**src/verilog/pcsr_cfg.svh**
```systemverilog
// Address map, bit positions, reset values and clock figures of the block
`ifndef PCSR_CFG_SVH
`define PCSR_CFG_SVH

// Register offsets
`define PCSR_ADDR_CTRL      8'h01
`define PCSR_ADDR_SLEEP     8'h02
`define PCSR_ADDR_STAT      8'h03

// Control register fields
`define PCSR_CTRL_SLEEP_PERMIT 7
`define PCSR_CTRL_AUX_EN       6
`define PCSR_CTRL_CONV2_EN     5
`define PCSR_CTRL_EXT_CLOCK_PIN_EN      4
`define PCSR_CTRL_EXT_CLOCK_PIN_FREQ    3
`define PCSR_CTRL_RESET        8'h70
`define PCSR_CTRL_MASK         8'hF8

// Sleep request register fields
`define PCSR_SLEEP_REQ_BIT     7
`define PCSR_SLEEP_RESET       8'h00
`define PCSR_SLEEP_MASK        8'h80

// Status register fields, bit 7 down to bit 0
`define PCSR_STAT_PRIOR_SLEEP  7
`define PCSR_STAT_AUX_OK       6
`define PCSR_STAT_SUPPLY2_OK   5
`define PCSR_STAT_BUS_OK       4
`define PCSR_STAT_FILT_OK      3
`define PCSR_STAT_XTAL_RUN     2
`define PCSR_STAT_THERM_WARN   1
`define PCSR_STAT_PRIOR_TSD    0
`define PCSR_STAT_RESET        8'h00

// Clock figures in Hz
`define PCSR_SYS_CLK_HZ        100000000
`define PCSR_EXT_CLOCK_PIN_LO_HZ        8000000
`define PCSR_EXT_CLOCK_PIN_HI_HZ        16000000

// Answer to an unmapped read
`define PCSR_RDATA_IDLE        8'h00

`endif

```
**src/verilog/pcsr_pkg.sv**
```systemverilog
// Types shared by the power, clock and sleep register block
package pcsr_pkg;

  // One register byte
  typedef logic [7:0] pcsr_byte_t;

  // Sleep state, Gray coded
  typedef enum logic [1:0] {
    PCSR_AWAKE  = 2'h0,
    PCSR_ASLEEP = 2'h1
  } pcsr_state_t;

endpackage

```
**src/verilog/pcsr_clk_if.sv**
```systemverilog
// Link between the register bank and the external clock generator
`timescale 1ns/1ns
interface pcsr_clk_if;
  logic enable;    // Clock output gate
  logic freq_hi;   // High: fast rate, low: slow rate
  logic clk_out;   // Generated clock level

  // Register side
  modport ctl (output enable, output freq_hi, input clk_out);
  // Generator side
  modport gen (input enable, input freq_hi, output clk_out);
endinterface

```
**src/verilog/pcsr_sync.sv**
```systemverilog
// Two-stage synchronizer for a group of level inputs
`timescale 1ns/1ns
module pcsr_sync #(
  parameter int W = 8
) (
  // Clock and reset
  input  wire logic         i_clk,
  input  wire logic         i_arst_n,
  // Levels
  input  wire logic [W-1:0] i_d,
  output logic      [W-1:0] o_q
);
  logic [W-1:0] stage1;        // Only read by stage two
  logic [W-1:0] next_stage1;
  logic [W-1:0] next_q;

  // Next values of both stages
  always_comb begin
    next_stage1 = i_d;
    next_q      = stage1;
  end

  // Registers, cleared at reset
  always_ff @(posedge i_clk or negedge i_arst_n) begin
    if (!i_arst_n) begin
      stage1 <= '0;
      o_q    <= '0;
    end else begin
      stage1 <= next_stage1;
      o_q    <= next_q;
    end
  end
endmodule // pcsr_sync

```
**src/verilog/pcsr_clkgen.sv**
```systemverilog
// Phase accumulator that makes the gated external clock
`timescale 1ns/1ns
`include "pcsr_cfg.svh"
module pcsr_clkgen #(
  parameter int ACC_W = 16
) (
  // Clock and reset
  input  wire logic i_clk,
  input  wire logic i_arst_n,
  // Control and clock level
  pcsr_clk_if.gen   clk_bus
);
  // Step per cycle, rounded down: mean rate runs low by less than one 2^ACC_W-th of the system clock
  localparam longint STEP_LO_L = (longint'(`PCSR_EXT_CLOCK_PIN_LO_HZ) << ACC_W) / `PCSR_SYS_CLK_HZ;
  localparam longint STEP_HI_L = (longint'(`PCSR_EXT_CLOCK_PIN_HI_HZ) << ACC_W) / `PCSR_SYS_CLK_HZ;
  localparam logic [ACC_W-1:0] STEP_LO = STEP_LO_L[ACC_W-1:0];
  localparam logic [ACC_W-1:0] STEP_HI = STEP_HI_L[ACC_W-1:0];

  logic [ACC_W-1:0] acc;        // Phase
  logic [ACC_W-1:0] next_acc;
  logic             clk_q;      // Registered clock level
  logic             next_clk_q;

  // Advance phase only while enabled; jitter is one system period
  always_comb begin
    next_acc   = acc;
    next_clk_q = 1'b0;
    if (clk_bus.enable) begin
      next_acc   = acc + (clk_bus.freq_hi ? STEP_HI : STEP_LO);
      next_clk_q = acc[ACC_W-1];
    end
  end

  // Registers
  always_ff @(posedge i_clk or negedge i_arst_n) begin
    if (!i_arst_n) begin
      acc   <= '0;
      clk_q <= 1'b0;
    end else begin
      acc   <= next_acc;
      clk_q <= next_clk_q;
    end
  end

  assign clk_bus.clk_out = clk_q;
endmodule // pcsr_clkgen

```
**src/verilog/pcsr_regs.sv**
```systemverilog
// Power, clock and sleep register bank with its sleep state
//
// What this block does
// RULE1 - Control register at 0x01, resets to 0x70
// RULE2 - Bit 7 permits sleep, resets to zero
// RULE3 - Sleep permit alone never starts sleep
// RULE4 - Bit 6 switches auxiliary regulator, resets on
// RULE5 - Bit 5 switches second converter, resets on
// RULE6 - Bit 4 gates external clock, resets on
// RULE7 - Bit 3 picks 8 or 16 MHz
// RULE8 - Control bits 0 to 2 do nothing
// RULE9 - Sleep request register at 0x02, resets zero
// RULE10 - Request bit with permit enters sleep
// RULE11 - Only a wake event ends sleep
// RULE12 - Sleep request bits 0 to 6 do nothing
// RULE13 - Read-only status at 0x03, resets zero
// RULE14 - Status bit order fixed, bit 7 down
// RULE15 - Supply bits read one when above threshold
// RULE16 - Crystal and warning bits follow live state
// RULE17 - Prior sleep and shutdown are remembered
// RULE18 - Monitor inputs pass a two-stage synchronizer
// RULE19 - Reserved bits read back as zero
//
// Local design decision: the strobed register port.
`timescale 1ns/1ns
`include "pcsr_cfg.svh"
module pcsr_regs #(
  parameter int ADDR_W = 8,
  parameter int ACC_W  = 16
) (
  // Clock and reset
  input  wire logic               I_SYS_CLK,
  input  wire logic               I_ARST_N,
  // Register port
  input  wire logic [ADDR_W-1:0]  I_ADDR,
  input  wire pcsr_pkg::pcsr_byte_t I_WDATA,
  input  wire logic               I_WR,
  input  wire logic               I_RD,
  output pcsr_pkg::pcsr_byte_t    O_RDATA,
  // Monitor levels, high means good or active
  input  wire logic               I_AUX_REG_GOOD,
  input  wire logic               I_SUPPLY2_GOOD,
  input  wire logic               I_BUS_GOOD,
  input  wire logic               I_FILT_GOOD,
  input  wire logic               I_XTAL_RUN,
  input  wire logic               I_THERM_WARN,
  input  wire logic               I_THERM_SHUTDOWN,
  // Wake pin level
  input  wire logic               I_WAKE_INPUT_PIN,
  // Power and clock controls
  output logic                    O_AUX_REG_EN,
  output logic                    O_CONV2_EN,
  output logic                    O_EXT_CLOCK_PIN,
  output logic                    O_SLEEP
);
  import pcsr_pkg::*;

  // Register map and behaviour in brief:
  //   0x01 power and clock control; bits 2:0 are stored as zero
  //   0x02 sleep request; bits 6:0 are stored as zero
  //   0x03 status; read only, writes fall through unused
  //   other addresses read as zero and ignore writes
  // Read data stands for exactly one cycle after the read strobe and
  // is zero otherwise, so a host may sample it without a valid flag.
  // Sleep needs two separate writes: the permit first, then the request.
  // A request in the same cycle as the permit write does not count,
  // which keeps a single stray write from putting the device to sleep.
  // Limitation: wake is the rising edge of the synchronised pin, so a
  // pin held high while going to sleep must drop and rise again.
  // Trade-off: the monitors lag the pins by two cycles, which is far
  // below any supply or thermal time constant, and buys a clean edge
  // for the sticky bits and the wake detector.

  localparam int MON_W = 8;  // Seven monitors plus wake pin

  // Reset levels of the power outputs, taken from the control reset byte
  localparam pcsr_byte_t CTRL_RST = `PCSR_CTRL_RESET;
  localparam logic       AUX_RST  = CTRL_RST[`PCSR_CTRL_AUX_EN];
  localparam logic       CONV_RST = CTRL_RST[`PCSR_CTRL_CONV2_EN];

  // Address decode, used by both the write and the read path
  function automatic logic hit(input logic [ADDR_W-1:0] a,
                               input logic [7:0] reg_addr);
    hit = (a == ADDR_W'(reg_addr));
  endfunction

  // Register state
  pcsr_byte_t  ctrl;           // Power and clock control
  pcsr_byte_t  next_ctrl;
  pcsr_byte_t  sleep_req;      // Sleep request
  pcsr_byte_t  next_sleep_req;
  pcsr_state_t state;          // Awake or asleep
  pcsr_state_t next_state;
  logic        prior_sleep;    // Sticky: woke from sleep
  logic        next_prior_sleep;
  logic        prior_tsd;      // Sticky: shutdown seen
  logic        next_prior_tsd;
  logic        wake_last;      // Wake level one cycle ago
  logic        next_wake_last;
  pcsr_byte_t  rdata;          // Read answer register
  pcsr_byte_t  next_rdata;
  logic        aux_en;         // Registered regulator enable
  logic        next_aux_en;
  logic        conv2_en;       // Registered converter enable
  logic        next_conv2_en;
  logic        sleep_out;      // Registered sleep level
  logic        next_sleep_out;

  // Monitors after the synchronizer
  logic [MON_W-1:0] mon_raw;
  logic [MON_W-1:0] mon_sync;
  logic             aux_ok;
  logic             supply2_ok;
  logic             bus_ok;
  logic             filt_ok;
  logic             xtal_run;
  logic             therm_warn;
  logic             therm_sd;
  logic             wake_lvl;

  // Decoded strobes
  logic       wr_ctrl;
  logic       wr_sleep;
  logic       rd_stat;
  logic       wake_event;
  logic       sleep_go;
  pcsr_byte_t status;

  pcsr_clk_if clk_link ();

  // All monitor inputs and the wake pin cross into the clock domain
  // Order matches the slices below; the wake pin sits on top
  assign mon_raw = {I_WAKE_INPUT_PIN, I_THERM_SHUTDOWN, I_THERM_WARN,
                    I_XTAL_RUN, I_FILT_GOOD, I_BUS_GOOD,
                    I_SUPPLY2_GOOD, I_AUX_REG_GOOD};

  // Two flops per level before any use
  // The monitors are slow analog comparators; two flops bound the chance
  // of a metastable level reaching the sticky bits or the wake edge
  pcsr_sync #(
    .W (MON_W)
  ) u_sync (
    .i_clk    (I_SYS_CLK),
    .i_arst_n (I_ARST_N),
    .i_d      (mon_raw),
    .o_q      (mon_sync)
  ); // RULE18

  assign aux_ok     = mon_sync[0];
  assign supply2_ok = mon_sync[1];
  assign bus_ok     = mon_sync[2];
  assign filt_ok    = mon_sync[3];
  assign xtal_run   = mon_sync[4];
  assign therm_warn = mon_sync[5];
  assign therm_sd   = mon_sync[6];
  assign wake_lvl   = mon_sync[7];

  // Strobes: writes to the status address fall through unused
  // All three strobes decode through the same function, which keeps the
  // write and read maps from drifting apart
  assign wr_ctrl  = I_WR && hit(I_ADDR, `PCSR_ADDR_CTRL);
  assign wr_sleep = I_WR && hit(I_ADDR, `PCSR_ADDR_SLEEP);
  assign rd_stat  = I_RD && hit(I_ADDR, `PCSR_ADDR_STAT); // RULE13

  // Rising edge of the synced wake level; reads only the second stage
  // The edge register resets low, matching a wake pin that idles low
  assign wake_event = wake_lvl && !wake_last;

  // Sleep starts only on a request write while permit is already set
  // Permit is the stored bit, not the data of a write in the same cycle
  assign sleep_go = wr_sleep && I_WDATA[`PCSR_SLEEP_REQ_BIT]
                    && ctrl[`PCSR_CTRL_SLEEP_PERMIT]; // RULE10 RULE3 RULE2

  // Status byte assembled in fixed order
  // Live bits follow the synced monitors; only bits 7 and 0 hold history
  always_comb begin
    status = `PCSR_STAT_RESET;
    status[`PCSR_STAT_PRIOR_SLEEP] = prior_sleep;  // RULE17
    status[`PCSR_STAT_AUX_OK]      = aux_ok;       // RULE15
    status[`PCSR_STAT_SUPPLY2_OK]  = supply2_ok;   // RULE15
    status[`PCSR_STAT_BUS_OK]      = bus_ok;       // RULE15
    status[`PCSR_STAT_FILT_OK]     = filt_ok;      // RULE15
    status[`PCSR_STAT_XTAL_RUN]    = xtal_run;     // RULE16
    status[`PCSR_STAT_THERM_WARN]  = therm_warn;   // RULE16
    status[`PCSR_STAT_PRIOR_TSD]   = prior_tsd;    // RULE17 RULE14
  end

  // Control and request registers, reserved bits masked on store
  // Masking on the way in means reads need no mask of their own
  always_comb begin
    next_ctrl      = ctrl;
    next_sleep_req = sleep_req;
    if (wr_ctrl) begin
      next_ctrl = I_WDATA & `PCSR_CTRL_MASK; // RULE8 RULE19
    end
    if (wr_sleep) begin
      next_sleep_req = I_WDATA & `PCSR_SLEEP_MASK; // RULE12 RULE19
    end
  end

  // Control and request storage
  always_ff @(posedge I_SYS_CLK or negedge I_ARST_N) begin
    if (!I_ARST_N) begin
      ctrl      <= `PCSR_CTRL_RESET;  // RULE1 RULE2 RULE4 RULE5 RULE6 RULE7
      sleep_req <= `PCSR_SLEEP_RESET; // RULE9
    end else begin
      ctrl      <= next_ctrl;
      sleep_req <= next_sleep_req;
    end
  end

  // Sleep state: no register write can leave the asleep state.
  // Requests while asleep are ignored; the stored request byte keeps
  // whatever was written and is not cleared on wake, so software must
  // rewrite it before the next sleep.
  always_comb begin
    next_state     = state;
    next_wake_last = wake_lvl;
    unique case (state)
      PCSR_AWAKE: begin
        if (sleep_go) begin
          next_state = PCSR_ASLEEP; // RULE10
        end
      end
      PCSR_ASLEEP: begin
        if (wake_event) begin
          next_state = PCSR_AWAKE; // RULE11
        end
      end
      default: begin
        next_state = PCSR_AWAKE;  // Two codes unused
      end
    endcase
  end

  // Sleep state storage
  always_ff @(posedge I_SYS_CLK or negedge I_ARST_N) begin
    if (!I_ARST_N) begin
      state     <= PCSR_AWAKE;
      wake_last <= 1'b0;
    end else begin
      state     <= next_state;
      wake_last <= next_wake_last;
    end
  end

  // Sticky history bits: cleared by a status read, a new event wins
  // The read returns the old value, since the answer register samples
  // status in the same cycle as the clear; the set is applied after the
  // clear so an event in that cycle is not lost.
  always_comb begin
    next_prior_sleep = prior_sleep;
    next_prior_tsd   = prior_tsd;
    if (rd_stat) begin
      next_prior_sleep = 1'b0;
      next_prior_tsd   = 1'b0;
    end
    if (state == PCSR_ASLEEP && wake_event) begin
      next_prior_sleep = 1'b1; // RULE17
    end
    if (therm_sd) begin
      next_prior_tsd = 1'b1;   // RULE17
    end
  end

  // History storage
  always_ff @(posedge I_SYS_CLK or negedge I_ARST_N) begin
    if (!I_ARST_N) begin
      prior_sleep <= 1'b0;
      prior_tsd   <= 1'b0;
    end else begin
      prior_sleep <= next_prior_sleep;
      prior_tsd   <= next_prior_tsd;
    end
  end

  // Read answer, valid the cycle after the strobe only
  // Unmapped addresses and idle cycles answer zero, so the data lines
  // never show stale register contents to a host that samples late
  always_comb begin
    next_rdata = `PCSR_RDATA_IDLE;
    if (I_RD) begin
      if (hit(I_ADDR, `PCSR_ADDR_CTRL)) begin
        next_rdata = ctrl;
      end else if (hit(I_ADDR, `PCSR_ADDR_SLEEP)) begin
        next_rdata = sleep_req;
      end else if (hit(I_ADDR, `PCSR_ADDR_STAT)) begin
        next_rdata = status; // RULE13 RULE14
      end
    end
  end

  // Read answer storage
  always_ff @(posedge I_SYS_CLK or negedge I_ARST_N) begin
    if (!I_ARST_N) begin
      rdata <= `PCSR_RDATA_IDLE;
    end else begin
      rdata <= next_rdata;
    end
  end

  // Power outputs follow the control bits one cycle later
  // The extra flop keeps the pins glitch free across control writes
  always_comb begin
    next_aux_en    = ctrl[`PCSR_CTRL_AUX_EN];   // RULE4
    next_conv2_en  = ctrl[`PCSR_CTRL_CONV2_EN]; // RULE5
    next_sleep_out = (next_state == PCSR_ASLEEP);
  end

  // Output flops; the enables reset to the control reset levels, the sleep level resets low
  always_ff @(posedge I_SYS_CLK or negedge I_ARST_N) begin
    if (!I_ARST_N) begin
      aux_en    <= AUX_RST;
      conv2_en  <= CONV_RST;
      sleep_out <= 1'b0;
    end else begin
      aux_en    <= next_aux_en;
      conv2_en  <= next_conv2_en;
      sleep_out <= next_sleep_out;
    end
  end

  // External clock gate and rate
  // Gate and rate come straight from the stored control bits
  assign clk_link.enable  = ctrl[`PCSR_CTRL_EXT_CLOCK_PIN_EN];   // RULE6
  assign clk_link.freq_hi = ctrl[`PCSR_CTRL_EXT_CLOCK_PIN_FREQ]; // RULE7

  // Clock generator; its output is already a flop
  // The rate is a mean: edges jitter by one system period, which a
  // consumer of the clock must tolerate. Disabling parks the output
  // low and freezes the phase.
  pcsr_clkgen #(
    .ACC_W (ACC_W)
  ) u_clkgen (
    .i_clk    (I_SYS_CLK),
    .i_arst_n (I_ARST_N),
    .clk_bus  (clk_link)
  );

  // Every top output comes straight from a flop, so no glitch from the
  // decode logic reaches a pin
  assign O_RDATA         = rdata;
  assign O_AUX_REG_EN    = aux_en;
  assign O_CONV2_EN      = conv2_en;
  assign O_EXT_CLOCK_PIN = clk_link.clk_out;
  assign O_SLEEP         = sleep_out;
endmodule // pcsr_regs

```
**config.mk**
```make
export PLATFORM = sky130hd
export DESIGN_NAME = pcsr_regs
export DESIGN_NICKNAME = d
export VERILOG_FILES = /design/src/verilog/pcsr_pkg.sv /design/src/verilog/pcsr_clk_if.sv /design/src/verilog/pcsr_sync.sv /design/src/verilog/pcsr_clkgen.sv /design/src/verilog/pcsr_regs.sv
export VERILOG_INCLUDE_DIRS = /design/src /design/src/verilog
export SDC_FILE = /design/constraint.sdc
export NUM_CORES = 1
export LEC_CHECK = 0
export ABC_AREA = 1
export CAP_MARGIN = 20
export CORE_MARGIN = 3
export CORE_UTILIZATION = 57
export DETAILED_ROUTE_END_ITERATION = 8
export DONT_BUFFER_PORTS = 1
export HOLD_SLACK_MARGIN = 0.1
export PLACE_DENSITY = 0.75
export SYNTH_ARGS = -nofsm -noshare
export SYNTH_HDL_FRONTEND = slang
export SYNTH_SLANG_ARGS = --single-unit
```
**constraint.sdc**
```tcl
create_clock -name I_SYS_CLK -period 1.9 [get_ports I_SYS_CLK]
set_clock_uncertainty 0.05 [all_clocks]
set_input_delay 0.38 -clock I_SYS_CLK [delete_from_list [all_inputs] [get_ports I_SYS_CLK]]
set_output_delay 0.38 -clock I_SYS_CLK [all_outputs]
set_load 0.005 [all_outputs]
```
======== After elaboration in Yosys (flattened, before gate mapping) ========
Index checks and enable logic that the tools add are counted.
storage, ports and cells
  register bits ........................... 55
  word-level logic and storage cells ...... 43
cells by class
  reduce and logical (&&, ||, !) cells .... 11
  $add $sub $neg .......................... 1
  mux-type cells .......................... 12
  equal/unequal tests ..................... 5
operators with widths
  kind                                                  count
  2-to-1 mux 8 bit                                      4
  adder 16 bit                                          1
  equality test 8 x 2 -> 1 bit (second input constant)  2
  2-to-1 mux 14 bit                                     1
  equality test 8 x 1 -> 1 bit (second input constant)  1
  logical AND 1 bit                                     7
  equality test 2 x 1 -> 1 bit (second input constant)  2
  2-to-1 mux 1 bit                                      4
  2-to-1 mux 2 bit                                      2
  one-hot mux 2 bit (2 select lines)                    1
  nonzero test 2 bit                                    2
  zero test 2 bit                                       1
  zero test 1 bit                                       1

======== Longest topological paths before layout ========
  word-level depth ........................ 7
  gate-level depth with buffers ........... 12
  depth with buffers taken out ............ 12

======== Cells and area by module ========
Synthesis repeated with hierarchy kept, for this count alone.
second synthesis, totals
  cell total of the unflattened synthesis .. 313
  area total of the unflattened synthesis .. 2648.8 µm²
by module, submodules not included
  module       sequential area each (µm²)  area an instance (µm²)  instances  cells an instance
  pcsr_clkgen  425.4                       1308.8                  1          195
  pcsr_regs    556.8                       939.7                   1          102
  pcsr_sync    400.4                       400.4                   1          16

======== Least setup slack after synthesis ========
No wires, ideal clock.
  path kind ............................... reg-to-reg
  start ................................... reg ctrl[3]
  end ..................................... reg u_clkgen.acc[12]
  required time ........................... 1.733 ns
  stages on the path, launching flop included .. 12
  setup time .............................. 0.117 ns
  arrival time ............................ 1.640 ns
  slack ................................... 0.092 ns
  cells stage by stage .................... dfrtp_1 -> ha_1 -> inv_1 -> fa_1 -> inv_1 -> nand2_1 -> o21ai_0 -> nand2_1 -> nand3_1 -> nand2_1 -> nand3_1 -> nand2_1
on the way
  word-level cells in the longest chain between the ends .. 2
RTL lines
  element                   RTL line           source
  start: declaration        pcsr_regs.sv:88    pcsr_byte_t ctrl;
  start signal: assignment  pcsr_regs.sv:204   ctrl <= `PCSR_CTRL_RESET;
  start signal: assignment  pcsr_regs.sv:207   ctrl <= next_ctrl;
  2-to-1 mux 14 bit         pcsr_clkgen.sv:29  next_acc = acc + (clk_bus.freq_hi ? STEP_HI : STEP_LO);
  adder 16 bit              pcsr_clkgen.sv:29
  end signal: assignment    pcsr_clkgen.sv:40  acc <= next_acc;
  end: declaration          pcsr_clkgen.sv:19  logic [ACC_W-1:0] acc;
No other way between the ends.
A chain may end at the register's enable or synchronous reset.

======== Worst setup path in the final report ========
Same ends and word-level chain as after synthesis.

==> impl_metrics.csv <==
group,metric,value,unit
clocking,cts_max_path_buffers,2,
sta,max_freq,551.6,MHz
placement,place_hpwl,3549,um
global_route,globalRoute.totalOverflow,0,
clocking,clkTransAtPathRegs,0.10,ns
sta,timing_hold_violations_final,0,
critical_path,cp-end-kind,"flop",
sta,finalSetupViolations,0,
run,number_of_max_cap_violations,0,
critical_path,timing_worst_setup_path_type,"flop to flop",
placement,postPlaceCellArea,2791,um2
critical_path,critical-path-slowest-cell,"dfrtp_1",
logic_synthesis,synthesis.nets,350,
die,starting_density_of_the_core,60.77,%
routing,route.vias.total,1971,
placement,dp.cells,366,
sta,final_min_period_over_clock_period,95.42,%
power,p_leak,1.583,nW
placement,buffer_ports.inserted,0,
power,powerDensity,1341,nW/um2
routing,detailedRoute.firstPassIterationCount,4,
final_layout,layout.nets,370,
critical_path,worstPathRequired,2.06,ns
critical_path,crit_path_cell_trace,"ha_2, inv_1, fa_2, inv_2, nand2_2, o21ai_4, nand2_2, nand3_1, nand2_1, nand3_1, nand2_1",
placement,gp_congestion,0.8817,
routing,vias_per_cell,5.119,
sta,rsz0062_at_grt,"true",
final_layout,layout.cells.most_common,"nand2_1",
global_route,global_route.usage.met3,5.340,%
logic_synthesis,synth_seq_area_share,50.85,%
global_route,grt.met2_usage,32.21,%
routing,post-route-drc-count,0,
critical_path,timing.critical_path.fanout_max,4,
critical_path,critical_path_buf_inv_count,2,
sta,finalMaxSlewViolations,0,
global_route,antenna_violations_before_repair,0,
logic_synthesis,syn-mean-instance-area,8.714,um2
sta,post-route-min-period,1.813,ns
final_layout,antenna_cells_inserted,0,
clocking,numCtsBuffers,5,
die,fp.dieArea,5635,um2
clocking,tritoncts_num_sinks,55,
final_layout,final_cell_mix,"nand2_1 (87), dfrtp_1 (50), inv_1 (35), nor2_1 (25), nand3_1 (19)",
logic_synthesis,syn_area,2719,um2
clocking,cts-root-buf,"clkbuf_8",
logic_synthesis,netlist_instances,312,
global_route,grtUsageMet1,23.54,%
critical_path,worstPathArrival,1.98,ns
global_route,grt_use_total,19.18,%
final_layout,final_util,69.60,%
routing,wl_per_cell,12.77,um
logic_synthesis,yosysWarnings,0,
die,core_area,4474,um2
final_layout,final_cell_area,3114,um2
critical_path,cpLargestDelayFamily,"adder cells",
final_layout,num-fill-cells,329,
global_route,grt_pass1_vias,1940,
run_status,run_status,"completed",
routing,drt-initial-drc-count,51,
routing,detail-route-antenna-nets,0,
logic_synthesis,yosysUniqueCellTypes,37,
final_layout,drive_above_1_share,21.32,%
routing,routed_wirelength,4918,um
final_layout,final_standard_cell_count_with_taps_included_and_fillers_excluded,385,
power,finalPower,4.177,mW
hold_path,hold_path.class,"input pin to flop",
logic_synthesis,synth_top_cell_by_area,"dfrtp_1",
logic_synthesis,synth.ff_latch_count,55,
clocking,ctsHtreeMaxLevel,2,
global_route,grt_busiest_layer,"met2",
critical_path,cp_slowest_stage_delay,0.42,ns
logic_synthesis,synth.area.top_cells,"dfrtp_1 (46%), nand2_1 (13%), inv_1 (5.1%), dfstp_2 (4.8%), ha_1 (4.1%)",
critical_path,start_kind,"flop",
die,rows,24,
clocking,worstSkewPairLatency,0.31,ns
clocking,tritoncts,"built",
global_route,global_route_wire_length_before_repair,8114,um
die,pin_count,40,
die,die_height,75.07,um
power,vdd.ir_drop.worst,851.5,uV
global_route,maximum_number_of_pins_on_one_net_before_global_route_repair,56,
logic_synthesis,yosysTopAreaCellShare,46.02,%
final_layout,syn_to_final_growth,14.54,%
die,die_w,75.07,um
## sequential cells by signal, summed over array words and instances, names as in the netlist, 2 cells and up
name and count:
u_clkgen.acc 16, state 2, u_sync.o_q 8, ctrl 5, O_RDATA 8, u_sync.next_q 8
## synth_stat cells
cell type   n
nand2_2     4
xnor2_1     1
fa_1        1
xor2_1      3
nor2_1     25
nand2_1    91
buf_6       1
o21ai_1     3
o21ai_2     1
inv_1      37
mux2_4      3
a21oi_1     8
nand3b_1    3
inv_2       8
nor3_1      2
nand3_1    21
dfrtp_1    50
nand4_1     2
ha_1        9
clkbuf_8    1
nor2_2      6
a21oi_2     2
conb_1      1
nand2_4     1
nand3_2     1
o31ai_2     1
dfstp_2     5
nor3_4      1
nor2_4      4
o21ai_0     7
o21bai_1    1
nor3_2      2
buf_2       1
o32ai_1     2
and2_1      1
a31oi_1     1
clkinv_1    1
## report_power, final
| group | internal [mW] | total, mW | switching, mW |
|---|---|---|---|
| registers | 1.40 | 1.61 | 0.206 |
| clock network | 0.397 | 0.775 | 0.378 |
| logic | 0.730 | 1.79 | 1.06 |
## logic make-up after synthesis
group / synth area share (%)
buf+inv: 7.455
simple gates: 27.84
xor+xnor: 1.289
compound gates: 5.891
flops: 50.85
mux: 1.657
other cells: 0.1379
fa+ha+maj: 4.878
## worst paths after layout
check | slack, ns | to | from | cells after the start
worst max-delay path | 0.09 | u_clkgen.acc[12] | ctrl[3] | 11
min in group asynchronous | 0.52 | O_RDATA[4] | I_ARST_N | 2
worst min-delay path | 0.15 | O_RDATA[6] | I_RD | 2
worst max register to register | 0.09 | u_clkgen.acc[12] | ctrl[3] | 11
max in group asynchronous | 1.00 | ctrl[4] | I_ARST_N | 2
worst min register to register | 0.31 | u_sync.o_q[4] | u_sync.next_q[4] | 0
## worst register-to-register path: cells and delay by family, from the launching register on
family	cells	cell delay, ns
AOI/OAI and AO/OA	1	0.19
adders and majority gates	2	0.56
buffers and inverters	2	0.11
DFF	1	0.42
and+or+nand+nor	6	0.40
## timing repair
| item | in CTS | in global routing |
|---|---|---|
| hold buffers | 10 | 0 |
| buffers inserted | 0 | 1 |
| pin swaps | 0 | 2 |
| gates resized for setup | 1 | 21 |
| endpoints found under the hold margin | 63 | 0 |
| setup endpoints to repair | 2 | 9 |
## layout make-up
type | count | area [um2] | area share (%)
well taps | 52 | 65.06 | 2.089
repair buffers | 16 | 162.7 | 5.223
clock buffers | 5 | 68.82 | 2.210
clock inverters | 3 | 46.29 | 1.487
inverters | 46 | 172.7 | 5.544
flip-flops and latches | 55 | 1383 | 44.40
multi-input cells | 208 | 1216 | 39.05
## layer usage
layer	up-vias	share of wire, %
met1	906	44
met3	7	5.0
met5	-	0
li1	1016	-
met4	0	1.6
met2	42	49
## per-stage QoR
step / hold slack, ns / setup WS (ns) / TNS (ns)
floorplan: 0.03441 / 0.09218 / 0
global placement: 0.03586 / 0.04759 / 0
detailed placement: 0.03617 / -0.03492 / -0.06118
CTS: 0.1435 / 0.02869 / 0
global route: 0.1317 / -0.03719 / -0.09522
finish: 0.1538 / 0.08708 / 0
Note: power is estimated with default switching activity, not from simulation.
